--- config.mk ---
export PLATFORM = sky130hd
export DESIGN_NAME = mcd_multiphase_divider
export DESIGN_NICKNAME = d
export VERILOG_FILES = /design/src/pkg/mcd_pkg.sv /design/src/mcd_multiphase_divider.sv /design/src/mcd_spread_lfsr.sv
export SDC_FILE = /design/constraint.sdc
export NUM_CORES = 1
export LEC_CHECK = 0
export ABC_AREA = 1
export BUFFER_PORTS_ARGS = -buffer_cell sky130_fd_sc_hd__buf_2
export CAP_MARGIN = 20
export CORE_UTILIZATION = 60
export CTS_CLUSTER_SIZE = 10
export DETAILED_ROUTE_END_ITERATION = 6
export GPL_TIMING_DRIVEN = 0
export HOLD_SLACK_MARGIN = 0.1
export PLACE_DENSITY_LB_ADDON = 0.15
export SYNTH_ARGS = -nofsm -noshare
export SYNTH_HDL_FRONTEND = slang
export SYNTH_SLANG_ARGS = --single-unit
--- constraint.sdc ---
create_clock -name I_CLOCK -period 4 [get_ports I_CLOCK]
set_input_delay 0.4 -clock I_CLOCK [delete_from_list [all_inputs] [get_ports I_CLOCK]]
set_output_delay 0.4 -clock I_CLOCK [all_outputs]
set_load 0.02 [all_outputs]
--- src/pkg/mcd_pkg.sv ---
/*
  Shared constants and types for the multiphase clock divider: settings encodings,
  divide factors, phase step counts, spread sequence sizes and the phase output bundle.
  Assumes nothing beyond a SystemVerilog tool; every user writes mcd_pkg::name.
*/
package mcd_pkg;

  // ****************************************************************
  // Clock relation and divide factors
  // ****************************************************************
  // The logic clock runs at twice the master oscillator rate, so a step of
  // the phase generator is half a divided master period.
  localparam int CLKS_PER_MASTER   = 2;
  localparam int DIV_FACTOR_ONE     = 1;
  localparam int DIV_FACTOR_TEN     = 10;
  localparam int DIV_FACTOR_HUNDRED = 100;
  localparam int DIV_CNT_WIDTH      = 7;

  // ****************************************************************
  // Phase generator step counts (steps are half divided periods)
  // ****************************************************************
  localparam int STEP_WIDTH        = 3;
  localparam logic [2:0] STEPS_TWO   = 3'h2;
  localparam logic [2:0] STEPS_THREE = 3'h6;
  localparam logic [3:0] STEPS_FOUR  = 4'h8;
  localparam logic [2:0] STEP_LAST_FOUR = 3'h7;
  localparam logic [2:0] THIRD_STEPS   = 3'h2;
  localparam logic [2:0] QUARTER_STEPS = 3'h2;
  localparam logic [2:0] HALF_STEPS    = 3'h4;
  localparam logic [2:0] STEP_ZERO     = 3'h0;

  // ****************************************************************
  // Spread spectrum sequence
  // ****************************************************************
  localparam int SPREAD_MASTER_DIV = 3200;
  localparam int SPREAD_CNT_WIDTH  = 13;
  localparam int LFSR_WIDTH        = 9;
  localparam int CODE_WIDTH        = 7;
  localparam int LFSR_TAP_HI       = 8;
  localparam int LFSR_TAP_LO       = 4;
  localparam logic [8:0] LFSR_SEED = 9'h000;
  localparam logic [6:0] CODE_NOMINAL = 7'h00;

  // ****************************************************************
  // Settings encodings
  // ****************************************************************
  // Three-level pin as a two-bit code; 2'b11 is taken as open.
  localparam logic [1:0] LEVEL_LOW  = 2'h0;
  localparam logic [1:0] LEVEL_OPEN = 2'h1;
  localparam logic [1:0] LEVEL_HIGH = 2'h2;

  typedef enum logic [1:0] {
    MCD_PHASES_TWO   = 2'b00,
    MCD_PHASES_THREE = 2'b01,
    MCD_PHASES_FOUR  = 2'b10
  } mcd_phase_mode_type;

  typedef enum logic [0:0] {
    MCD_ST_RESTART = 1'b0,
    MCD_ST_RUN     = 1'b1
  } mcd_run_state_type;

  typedef struct packed {
    logic a;
    logic b;
    logic c;
    logic d;
  } mcd_phase_type;

endpackage

--- src/mcd_multiphase_divider.sv ---
/*
  Digital core of a resistor-set multiphase oscillator: programmable divider,
  2/3/4-phase generator and the spread spectrum modulation code source.
  Assumes I_CLOCK is the only clock and runs at twice the master oscillator
  rate; the settings arrive as static two-bit level codes synchronous to it.
*/
// How it works
// - Divider divides master clock by 1, 10, 100.
// - Divide select low passes master clock straight.
// - Divide select open or mid divides by ten.
// - Divide select high divides by one hundred.
// - Phase select low gives two phases, M=1.
// - Phase select open gives three phases, M=3.
// - Phase select high gives four phases, M=4.
// - Divided clock drives four phase output lines.
// - Three and four phase divide further.
// - Phase mode sets each output duty cycle.
// - Spread control low stops and clears modulation.
// - Spreading only ever lowers the frequency.
// - Code zero means nominal, the upper bound.
// - Two-phase: complementary halves, c and d copy.
// - Three-phase: thirds lagging 120 degrees, d low.
// - Four-phase: halves lagging a quarter period each.
// - Nine-bit sequence steps every 3200 master cycles.
`timescale 1ns/1ps

module mcd_multiphase_divider #(
  parameter int SPREAD_STEP_CYCLES = mcd_pkg::SPREAD_MASTER_DIV * mcd_pkg::CLKS_PER_MASTER
) (
  input  wire logic                           I_CLOCK,
  input  wire logic                           I_RST,
  input  wire logic [1:0]                     I_DIVIDE_SELECT,
  input  wire logic [1:0]                     I_PHASE_SELECT,
  input  wire logic                           I_SPREAD_CONTROL,
  output logic                                O_PHASE_OUT_A,
  output logic                                O_PHASE_OUT_B,
  output logic                                O_PHASE_OUT_C,
  output logic                                O_PHASE_OUT_D,
  output logic [mcd_pkg::CODE_WIDTH-1:0]      O_SPREAD_CODE,
  output logic                                O_SPREAD_ACTIVE
);

  // ****************************************************************
  // Functions
  // ****************************************************************
  // divide factor decode
  function automatic logic [mcd_pkg::DIV_CNT_WIDTH-1:0] div_factor(input logic [1:0] level);
    logic [mcd_pkg::DIV_CNT_WIDTH-1:0] factor;
    case (level)
      mcd_pkg::LEVEL_LOW:  factor = mcd_pkg::DIV_CNT_WIDTH'(mcd_pkg::DIV_FACTOR_ONE);
      mcd_pkg::LEVEL_HIGH: factor = mcd_pkg::DIV_CNT_WIDTH'(mcd_pkg::DIV_FACTOR_HUNDRED);
      default:             factor = mcd_pkg::DIV_CNT_WIDTH'(mcd_pkg::DIV_FACTOR_TEN);
    endcase
    return factor;
  endfunction

  function automatic mcd_pkg::mcd_phase_mode_type phase_mode(input logic [1:0] level);
    mcd_pkg::mcd_phase_mode_type mode;
    case (level)
      mcd_pkg::LEVEL_LOW:  mode = mcd_pkg::MCD_PHASES_TWO;
      mcd_pkg::LEVEL_HIGH: mode = mcd_pkg::MCD_PHASES_FOUR;
      default:             mode = mcd_pkg::MCD_PHASES_THREE;
    endcase
    return mode;
  endfunction

  function automatic logic [mcd_pkg::STEP_WIDTH-1:0] last_step(
    input mcd_pkg::mcd_phase_mode_type mode);
    logic [mcd_pkg::STEP_WIDTH-1:0] last;
    case (mode)
      mcd_pkg::MCD_PHASES_TWO:   last = mcd_pkg::STEPS_TWO - 3'h1;
      mcd_pkg::MCD_PHASES_THREE: last = mcd_pkg::STEPS_THREE - 3'h1;
      default:               last = mcd_pkg::STEP_LAST_FOUR;
    endcase
    return last;
  endfunction

  function automatic mcd_pkg::mcd_phase_type phase_pattern(
    input mcd_pkg::mcd_phase_mode_type mode, input logic [mcd_pkg::STEP_WIDTH-1:0] step);
    mcd_pkg::mcd_phase_type pat;
    pat = '0;
    case (mode)
      mcd_pkg::MCD_PHASES_TWO: begin
        pat.a = (step == mcd_pkg::STEP_ZERO);
        pat.b = ~pat.a;
        pat.c = pat.a;
        pat.d = pat.b;
      end
      mcd_pkg::MCD_PHASES_THREE: begin
        pat.a = (step < mcd_pkg::THIRD_STEPS);
        pat.b = (step >= mcd_pkg::THIRD_STEPS) && (step < 2 * mcd_pkg::THIRD_STEPS);
        pat.c = (step >= 2 * mcd_pkg::THIRD_STEPS);
        pat.d = 1'b0;
      end
      mcd_pkg::MCD_PHASES_FOUR: begin
        pat.a = (step < mcd_pkg::HALF_STEPS);
        pat.b = (step >= mcd_pkg::QUARTER_STEPS)
                && (step < mcd_pkg::QUARTER_STEPS + mcd_pkg::HALF_STEPS);
        pat.c = (step >= mcd_pkg::HALF_STEPS);
        pat.d = (step >= mcd_pkg::QUARTER_STEPS + mcd_pkg::HALF_STEPS)
                || (step < mcd_pkg::QUARTER_STEPS);
      end
      default: pat = '0;
    endcase
    return pat;
  endfunction

  // ****************************************************************
  // Settings and run state
  // ****************************************************************
  localparam int SPREAD_LAST = SPREAD_STEP_CYCLES - 1;

  mcd_pkg::mcd_run_state_type          state_ff;
  mcd_pkg::mcd_run_state_type          nxt_state;
  logic [mcd_pkg::DIV_CNT_WIDTH-1:0]   factor_ff;
  logic [mcd_pkg::DIV_CNT_WIDTH-1:0]   nxt_factor;
  mcd_pkg::mcd_phase_mode_type         mode_ff;
  mcd_pkg::mcd_phase_mode_type         nxt_mode;
  logic                                settings_changed;

  always_comb begin
    nxt_factor       = div_factor(I_DIVIDE_SELECT);
    nxt_mode         = phase_mode(I_PHASE_SELECT);
    settings_changed = (nxt_factor != factor_ff) || (nxt_mode != mode_ff);
    case (state_ff)
      mcd_pkg::MCD_ST_RESTART: nxt_state = mcd_pkg::MCD_ST_RUN;
      mcd_pkg::MCD_ST_RUN:     nxt_state = settings_changed ? mcd_pkg::MCD_ST_RESTART
                                                            : mcd_pkg::MCD_ST_RUN;
      default:                 nxt_state = mcd_pkg::MCD_ST_RESTART;
    endcase
  end

  always_ff @(posedge I_CLOCK or posedge I_RST) begin
    if (I_RST) begin
      state_ff  <= mcd_pkg::MCD_ST_RESTART;
      factor_ff <= mcd_pkg::DIV_CNT_WIDTH'(mcd_pkg::DIV_FACTOR_TEN);
      mode_ff   <= mcd_pkg::MCD_PHASES_THREE;
    end else begin
      state_ff  <= nxt_state;
      factor_ff <= nxt_factor;
      mode_ff   <= nxt_mode;
    end
  end

  // ****************************************************************
  // Divider and phase generator
  // ****************************************************************
  // A settings change restarts both counters so that a new mode never runs
  // with a step count left over from the old one.
  logic [mcd_pkg::DIV_CNT_WIDTH-1:0]   div_cnt_ff;
  logic [mcd_pkg::DIV_CNT_WIDTH-1:0]   nxt_div_cnt;
  logic [mcd_pkg::STEP_WIDTH-1:0]      step_ff;
  logic [mcd_pkg::STEP_WIDTH-1:0]      nxt_step;
  mcd_pkg::mcd_phase_type              phase_ff;
  mcd_pkg::mcd_phase_type              nxt_phase;
  logic                                div_tick;

  always_comb begin
    div_tick    = (div_cnt_ff == factor_ff - 7'h01);
    nxt_div_cnt = div_tick ? '0 : div_cnt_ff + 7'h01;
    nxt_step    = step_ff;
    if (div_tick) begin
      nxt_step = (step_ff == last_step(mode_ff)) ? mcd_pkg::STEP_ZERO : step_ff + 3'h1;
    end
    if (state_ff == mcd_pkg::MCD_ST_RESTART || settings_changed) begin
      nxt_div_cnt = '0;
      nxt_step    = mcd_pkg::STEP_ZERO;
    end
    nxt_phase = phase_pattern(settings_changed ? nxt_mode : mode_ff, nxt_step);
  end

  always_ff @(posedge I_CLOCK or posedge I_RST) begin
    if (I_RST) begin
      div_cnt_ff <= '0;
      step_ff    <= mcd_pkg::STEP_ZERO;
      phase_ff   <= '0;
    end else begin
      div_cnt_ff <= nxt_div_cnt;
      step_ff    <= nxt_step;
      phase_ff   <= nxt_phase;
    end
  end

  assign O_PHASE_OUT_A = phase_ff.a;
  assign O_PHASE_OUT_B = phase_ff.b;
  assign O_PHASE_OUT_C = phase_ff.c;
  assign O_PHASE_OUT_D = phase_ff.d;

  // ****************************************************************
  // Spread spectrum code
  // ****************************************************************
  // The code is the amount of downward pull on the oscillator current; zero
  // leaves the oscillator at its nominal rate, so no code can raise it.
  logic [mcd_pkg::SPREAD_CNT_WIDTH-1:0] spread_cnt_ff;
  logic [mcd_pkg::SPREAD_CNT_WIDTH-1:0] nxt_spread_cnt;
  logic [mcd_pkg::CODE_WIDTH-1:0]       code_ff;
  logic [mcd_pkg::CODE_WIDTH-1:0]       nxt_code;
  logic                                 active_ff;
  logic                                 spread_step;
  logic [mcd_pkg::LFSR_WIDTH-1:0]       lfsr_state;

  always_comb begin
    spread_step    = I_SPREAD_CONTROL
                     && (spread_cnt_ff == mcd_pkg::SPREAD_CNT_WIDTH'(SPREAD_LAST));
    nxt_spread_cnt = spread_step ? '0 : spread_cnt_ff + 13'h0001;
    nxt_code       = lfsr_state[mcd_pkg::CODE_WIDTH-1:0];
    if (!I_SPREAD_CONTROL) begin
      nxt_spread_cnt = '0;
      nxt_code       = mcd_pkg::CODE_NOMINAL;
    end
  end

  mcd_spread_lfsr #(
    .WIDTH (mcd_pkg::LFSR_WIDTH)
  ) mcd_spread_lfsr_inst (
    .i_clock (I_CLOCK),
    .i_rst   (I_RST),
    .i_clear (~I_SPREAD_CONTROL),
    .i_step  (spread_step),
    .o_state (lfsr_state)
  );

  always_ff @(posedge I_CLOCK or posedge I_RST) begin
    if (I_RST) begin
      spread_cnt_ff <= '0;
      code_ff       <= mcd_pkg::CODE_NOMINAL;
      active_ff     <= 1'b0;
    end else begin
      spread_cnt_ff <= nxt_spread_cnt;
      code_ff       <= nxt_code;
      active_ff     <= I_SPREAD_CONTROL;
    end
  end

  assign O_SPREAD_CODE   = code_ff;
  assign O_SPREAD_ACTIVE = active_ff;

endmodule // mcd_multiphase_divider

--- src/mcd_spread_lfsr.sv ---
/*
  Nine-bit pseudorandom sequence generator for frequency spreading.
  Assumes a single clock, an asynchronous active-high reset and a step strobe
  from the owner; a clear holds it at the seed while spreading is off.
*/
`timescale 1ns/1ps

module mcd_spread_lfsr #(
  parameter int WIDTH = mcd_pkg::LFSR_WIDTH
) (
  input  wire logic             i_clock,
  input  wire logic             i_rst,
  input  wire logic             i_clear,
  input  wire logic             i_step,
  output logic      [WIDTH-1:0] o_state
);

  logic [WIDTH-1:0] lfsr_ff;
  logic [WIDTH-1:0] nxt_lfsr;
  logic             feedback;

  // ****************************************************************
  // Next state
  // ****************************************************************
  // The zero-detect term splices the all-zero state into the maximal cycle,
  // so the sequence covers every one of its 2**WIDTH states.
  always_comb begin
    feedback = lfsr_ff[mcd_pkg::LFSR_TAP_HI] ^ lfsr_ff[mcd_pkg::LFSR_TAP_LO]
               ^ (lfsr_ff[WIDTH-2:0] == '0);
    nxt_lfsr = lfsr_ff;
    if (i_clear) begin
      nxt_lfsr = mcd_pkg::LFSR_SEED;
    end else if (i_step) begin
      nxt_lfsr = {lfsr_ff[WIDTH-2:0], feedback};
    end
  end

  always_ff @(posedge i_clock or posedge i_rst) begin
    if (i_rst) begin
      lfsr_ff <= mcd_pkg::LFSR_SEED;
    end else begin
      lfsr_ff <= nxt_lfsr;
    end
  end

  assign o_state = lfsr_ff;

endmodule // mcd_spread_lfsr

---- Word-level counts from Yosys, hierarchy flattened ----
Index checks and enable logic that the tools add are counted.
operators by class
  add/sub/neg operators ................... 4
  $lt $le $gt $ge ......................... 8
  eq/ne operators ......................... 11
  mux-type cells .......................... 18
  bitwise gates (word level) .............. 4
  reduce and logical (&&, ||, !) cells .... 12
operators by type and width
  kind                     count
  $mux W13                 2
  $mux W7                  3
  $mux W9                  2
  $pmux W7 S2              1
  $add A13 B1 Y13 const B  1
  $eq A13 B13 Y1 const B   1
  $mux W3                  4
  $pmux W4 S3              1
  $ge A3 B3 Y1 const B     3
  $lt A3 B3 Y1 const B     3
  $logic_not A2 Y1         4
  $logic_not A8 Y1         1
  $add A7 B1 Y7 const B    1
  $eq A7 B7 Y1             1
  $ne A7 B7 Y1             1
  $sub A7 B1 Y7 const B    1
  $eq A2 B2 Y1 const B     3
  $pmux W3 S2              1
  $eq A2 B1 Y1 const B     2
  $pmux W2 S2              1
  $add A3 B1 Y3 const B    1
  $eq A3 B3 Y1             1
  $ge A3 B2 Y1 const B     1
  $logic_and A1 B1 Y1      3
  other kinds (10)         14
word-level totals
  flip-flop bits (word level) ............. 54
  output and inout bits ................... 12
  word-level logic and storage cells ...... 70

---- Longest topological paths before layout ----
  depth in word-level cells ............... 10
  mapped depth ............................ 17
  depth with buffers taken out ............ 17

---- By module ----
From an unflattened synthesis, not the netlist that was laid out.
second synthesis, totals
  cell total of the unflattened synthesis .. 314
  area, all modules ....................... 2,582.5 sq um
by module, submodules not included
  module                  times used  cells an instance  area each (sq um)  sequential area each (sq um)
  mcd_multiphase_divider  1           267                2,188.3            1,028.5
  mcd_spread_lfsr         1           47                 394.1              225.2

---- Worst setup path after synthesis ----
OpenSTA, ideal clock, no wires.
  path type ............................... register -> register
  start ................................... register factor_ff[3] in the netlist's numbering
  end ..................................... register phase_ff, in the netlist O_PHASE_OUT_D
  setup time .............................. 65 ps
  arrival ................................. 2,178 ps
  slack ................................... 1,757 ps
  cell stages (with the launch flop) ...... 15
  buffers on the path ..................... 0
  cells stage by stage .................... dfstp_2 > inv_2 > ha_1 > inv_1 > nand2_1 > nand2_1 > nor2_2 > nand3_2 > nor2_4 > nand3_1 > nand2_1 > nand3_2 > ha_1 > or2_2 > nand2_1
RTL lines
  what                      RTL line                       text
  start: declaration        mcd_multiphase_divider.sv:115  logic [mcd_pkg::DIV_CNT_WIDTH-1:0] factor_ff;
  start signal: assignment  mcd_multiphase_divider.sv:136  factor_ff <= mcd_pkg::DIV_CNT_WIDTH'(mcd_pkg::DIV_FACTOR_TEN);
  start signal: assignment  mcd_multiphase_divider.sv:140  factor_ff <= nxt_factor;
  end signal: assignment    mcd_multiphase_divider.sv:180  phase_ff <= nxt_phase;
  end: declaration          mcd_multiphase_divider.sv:154  mcd_pkg::mcd_phase_type phase_ff;

==> results_dict.tcl <==
set metrics [dict create \
    status "completed" \
    postCtsHoldBufs 0 \
    grt_first_pass_wirelength_mm 7.27 \
    reg2regPathDepth 17 \
    switching_share_pct 24.2 \
    fp-row-count 23 \
    route.met3.wl_um 100 \
    yosys.cell_types.count 36 \
    clock_skew_ns 0.0140 \
    powerDensity_mw_per_mm2 333 \
    slew_headroom_pct 68.1 \
    cpPeakStageDelay_ns 0.59 \
    grt_max_degree 29 \
    hold_class "input port to async pin" \
    criticalPathCategory "register to register" \
    cp_top_family "simple AND/OR/NAND/NOR gates" \
    crit_top_cell "nand2_1" \
    coreArea_mm2 0.00400 \
    cp.depth 17 \
    top_level_ports 19 \
    ys_warn_count 0 \
    hpwl_mm 3.17 \
    power_frac_comb_pct 9.2 \
    peakVddDrop_uv 288 \
    netlist_area_mm2 0.00251 \
    cts_tree "done" \
    drtAntennaViolNets 0 \
    intPower_w 0.000704 \
    cts-buffers-inserted 5 \
    cp_cell_sequence "inv_2, ha_1, inv_1, nand2_1, nand2_1, nor2_2, nand3_2, nor2_4, nand2_4, nand2_4, nand2_2, nand3_2, inv_2, ha_1, a211oi_1, nand2_1, nand2_1" \
    syn_area_per_cell_um2 8.68 \
    synthCells 289 \
    crit_path_start_kind "register" \
    fillers 326 \
    final_common_cell "nand2_1" \
    setup.worst_path.start "factor_ff[3]" \
    clock_power_share_pct 34.1 \
    tightest_slew_ns 0.479 \
    post-route-period-util_pct 60.8 \
    gr-usage-all-layers_pct 22.1 \
    ys_ff_latch 50 \
    cts_root_buffer "clkbuf_8" \
    avgViaCountPerCell 5.07 \
    cap_violations 0 \
    layout_min_cycle_time_ns 2.43 \
    p_leak_nw 1.51 \
    cts_resized 0 \
    nets 328 \
    dieWidth_um 66.7 \
    r2r_start "factor_ff[3]" \
    ys_seq_area_share_pct 50.0 \
    arrival_ns 2.68 \
    gp_congestion 0.810 \
    maxClockFrequency_mhz 411 \
    clockBufferDepth 2 \
    worst_r2r_endpoint "O_PHASE_OUT_B" \
    clock_sinks 50 \
    seqPwrFrac_pct 56.7 \
    wl_met1_mm 1.84 \
    area_growth_pct 11.1 \
    endpoint_kind "register" \
    drt_iter0_markers 61 \
    hold_viol_final 0 \
    crit_path_end "O_PHASE_OUT_B" \
    layout_common_cells "nand2_1 (70), dfrtp_1 (48), inv_1 (36)" \
    power.switching_w 0.000225 \
    setup-violations-final 0 \
    rsz0062_at_grt "false" \
    final_core_util_pct 69.7 \
    post_drt_wl_per_cell_um 11.0 \
    met2_length_mm 2.03 \
    port_buffers 18 \
    synth_nets 302 \
    cp.buffers_inverters 3 \
    grt_pass1_vias 1720 \
    die_area_mm2 0.00444 \
    maxSlewViolCount 0 \
    path_clk_slew_ns 0.09 \
    insertion_delay_ns 0.30 \
    cp_slowest_cell "dfstp_2" \
    finalSetupTns_ns 0 \
    drc 0 \
    wl_mm 4.03 \
    post-cts-setup-buffer-count 0 \
    antenna_found_initial 0 \
    top_layer "met4" \
    overflow 0 \
    vias 1857 \
    diodes 0 \
    fp.dieH_um 66.7 \
    total_power_w 0.000929 \
    path_max_fanout 8 \
    htreeDepth 2 \
    drive_above_1_share_pct 19.9 \
    initial_utilization_pct 62.7 \
    critPathRequiredTime_ns 4.25 \
    dr.pass1.iters 4 \
    reg2reg_slack_ns 1.57 \
]
power by group through the flow:
stage	combinational (W)	clock (W)	sequential, W
detailed placement	0.0000881	0	0.000536
global placement	0.0000840	0	0.000536
global route	0.0000994	0.000345	0.000529
CTS	0.0000881	0.000330	0.000526
finish	0.0000857	0.000317	0.000526
floorplan	0.0000645	0	0.000538
cell families (layout without fill, tap and decap cells):
family          count (synthesis)  in the layout  synth area share, %
compound gates                 28             28                 6.33
xor+xnor                       11             11                 4.14
fa+ha+maj                       6              6                 2.99
buf+inv                        49             76                 7.68
flops                          50             50                 50.0
simple gates                  145            145                 28.9
layout make-up:
type | count | area (µm²) | area share, %
Buffer | 4 | 21.3 | 0.763
Inverter | 45 | 171 | 6.15
Sequential cell | 50 | 1250 | 45.0
Timing Repair Buffer | 19 | 110 | 3.95
Multi-Input combinational cell | 190 | 1060 | 38.1
Clock buffer | 7 | 96.3 | 3.46
Tap cell | 50 | 62.6 | 2.25
Clock inverter | 1 | 8.76 | 0.314
registers in the layout, indices dropped and copies added (netlist names):
name                          count
mcd_spread_lfsr_inst.o_state      9
O_PHASE_OUT_D                     1
spread_cnt_ff                    13
O_PHASE_OUT_B                     1
div_cnt_ff                        7
O_PHASE_OUT_C                     1
step_ff                           3
O_PHASE_OUT_A                     1
O_SPREAD_ACTIVE                   1
O_SPREAD_CODE                     7
state_ff                          1
mode_ff                           2
factor_ff                         3
stage by stage:
stage	worst slack [ns]	cell area, µm²	hold WS, ns	std cells
final	1.57	2790	0.101	366
after global routing	1.30	2790	0.145	366
after CTS	1.55	2790	0.110	366
after detailed placement	1.56	2680	0.427	358
after global placement	1.60	2660	0.422	357
after floorplan	1.76	2510	0.409	289
metal layers:
metal / track usage [%] / vias to the layer above
met2: 38.1 / 23
met5: 0 / -
met3: 4.28 / 7
li1: - / 955
met1: 27.1 / 872
met4: 8.24 / 0
how the worst min path moves through the flow:
stage | from | end | cells past startpoint
2_1_floorplan | state_ff | state_ff | 1
3_3_place_gp | state_ff | state_ff | 1
3_5_place_dp | state_ff | state_ff | 1
4_1_cts | I_RST | O_SPREAD_CODE[0] | 2
5_1_grt | I_RST | O_SPREAD_CODE[5] | 2
6_report | I_RST | O_SPREAD_CODE[1] | 2
synth_stat cells (all sizes together):
cell | number | area (µm²)
nor4 | 2 | 12.5
dfrtp | 48 | 1200
xnor2 | 3 | 26.3
dfstp | 2 | 52.6
a221oi | 1 | 8.76
o211a | 1 | 10.0
buf | 1 | 5.00
ha | 6 | 75.1
o21ai | 16 | 80.1
nand4 | 4 | 25.0
xor2 | 8 | 77.6
nor3b | 1 | 7.51
a211oi | 1 | 7.51
a21boi | 1 | 7.51
dlygate4sd1 | 1 | 8.76
o21bai | 2 | 15.0
inv | 45 | 171
a21oi | 6 | 30.0
nor3 | 5 | 25.0
nand3 | 20 | 115
or2 | 2 | 12.5
nand2 | 82 | 363
nand3b | 1 | 7.51
clkbuf | 2 | 7.51
nor2 | 28 | 156
(Power assumes the default switching activity.)
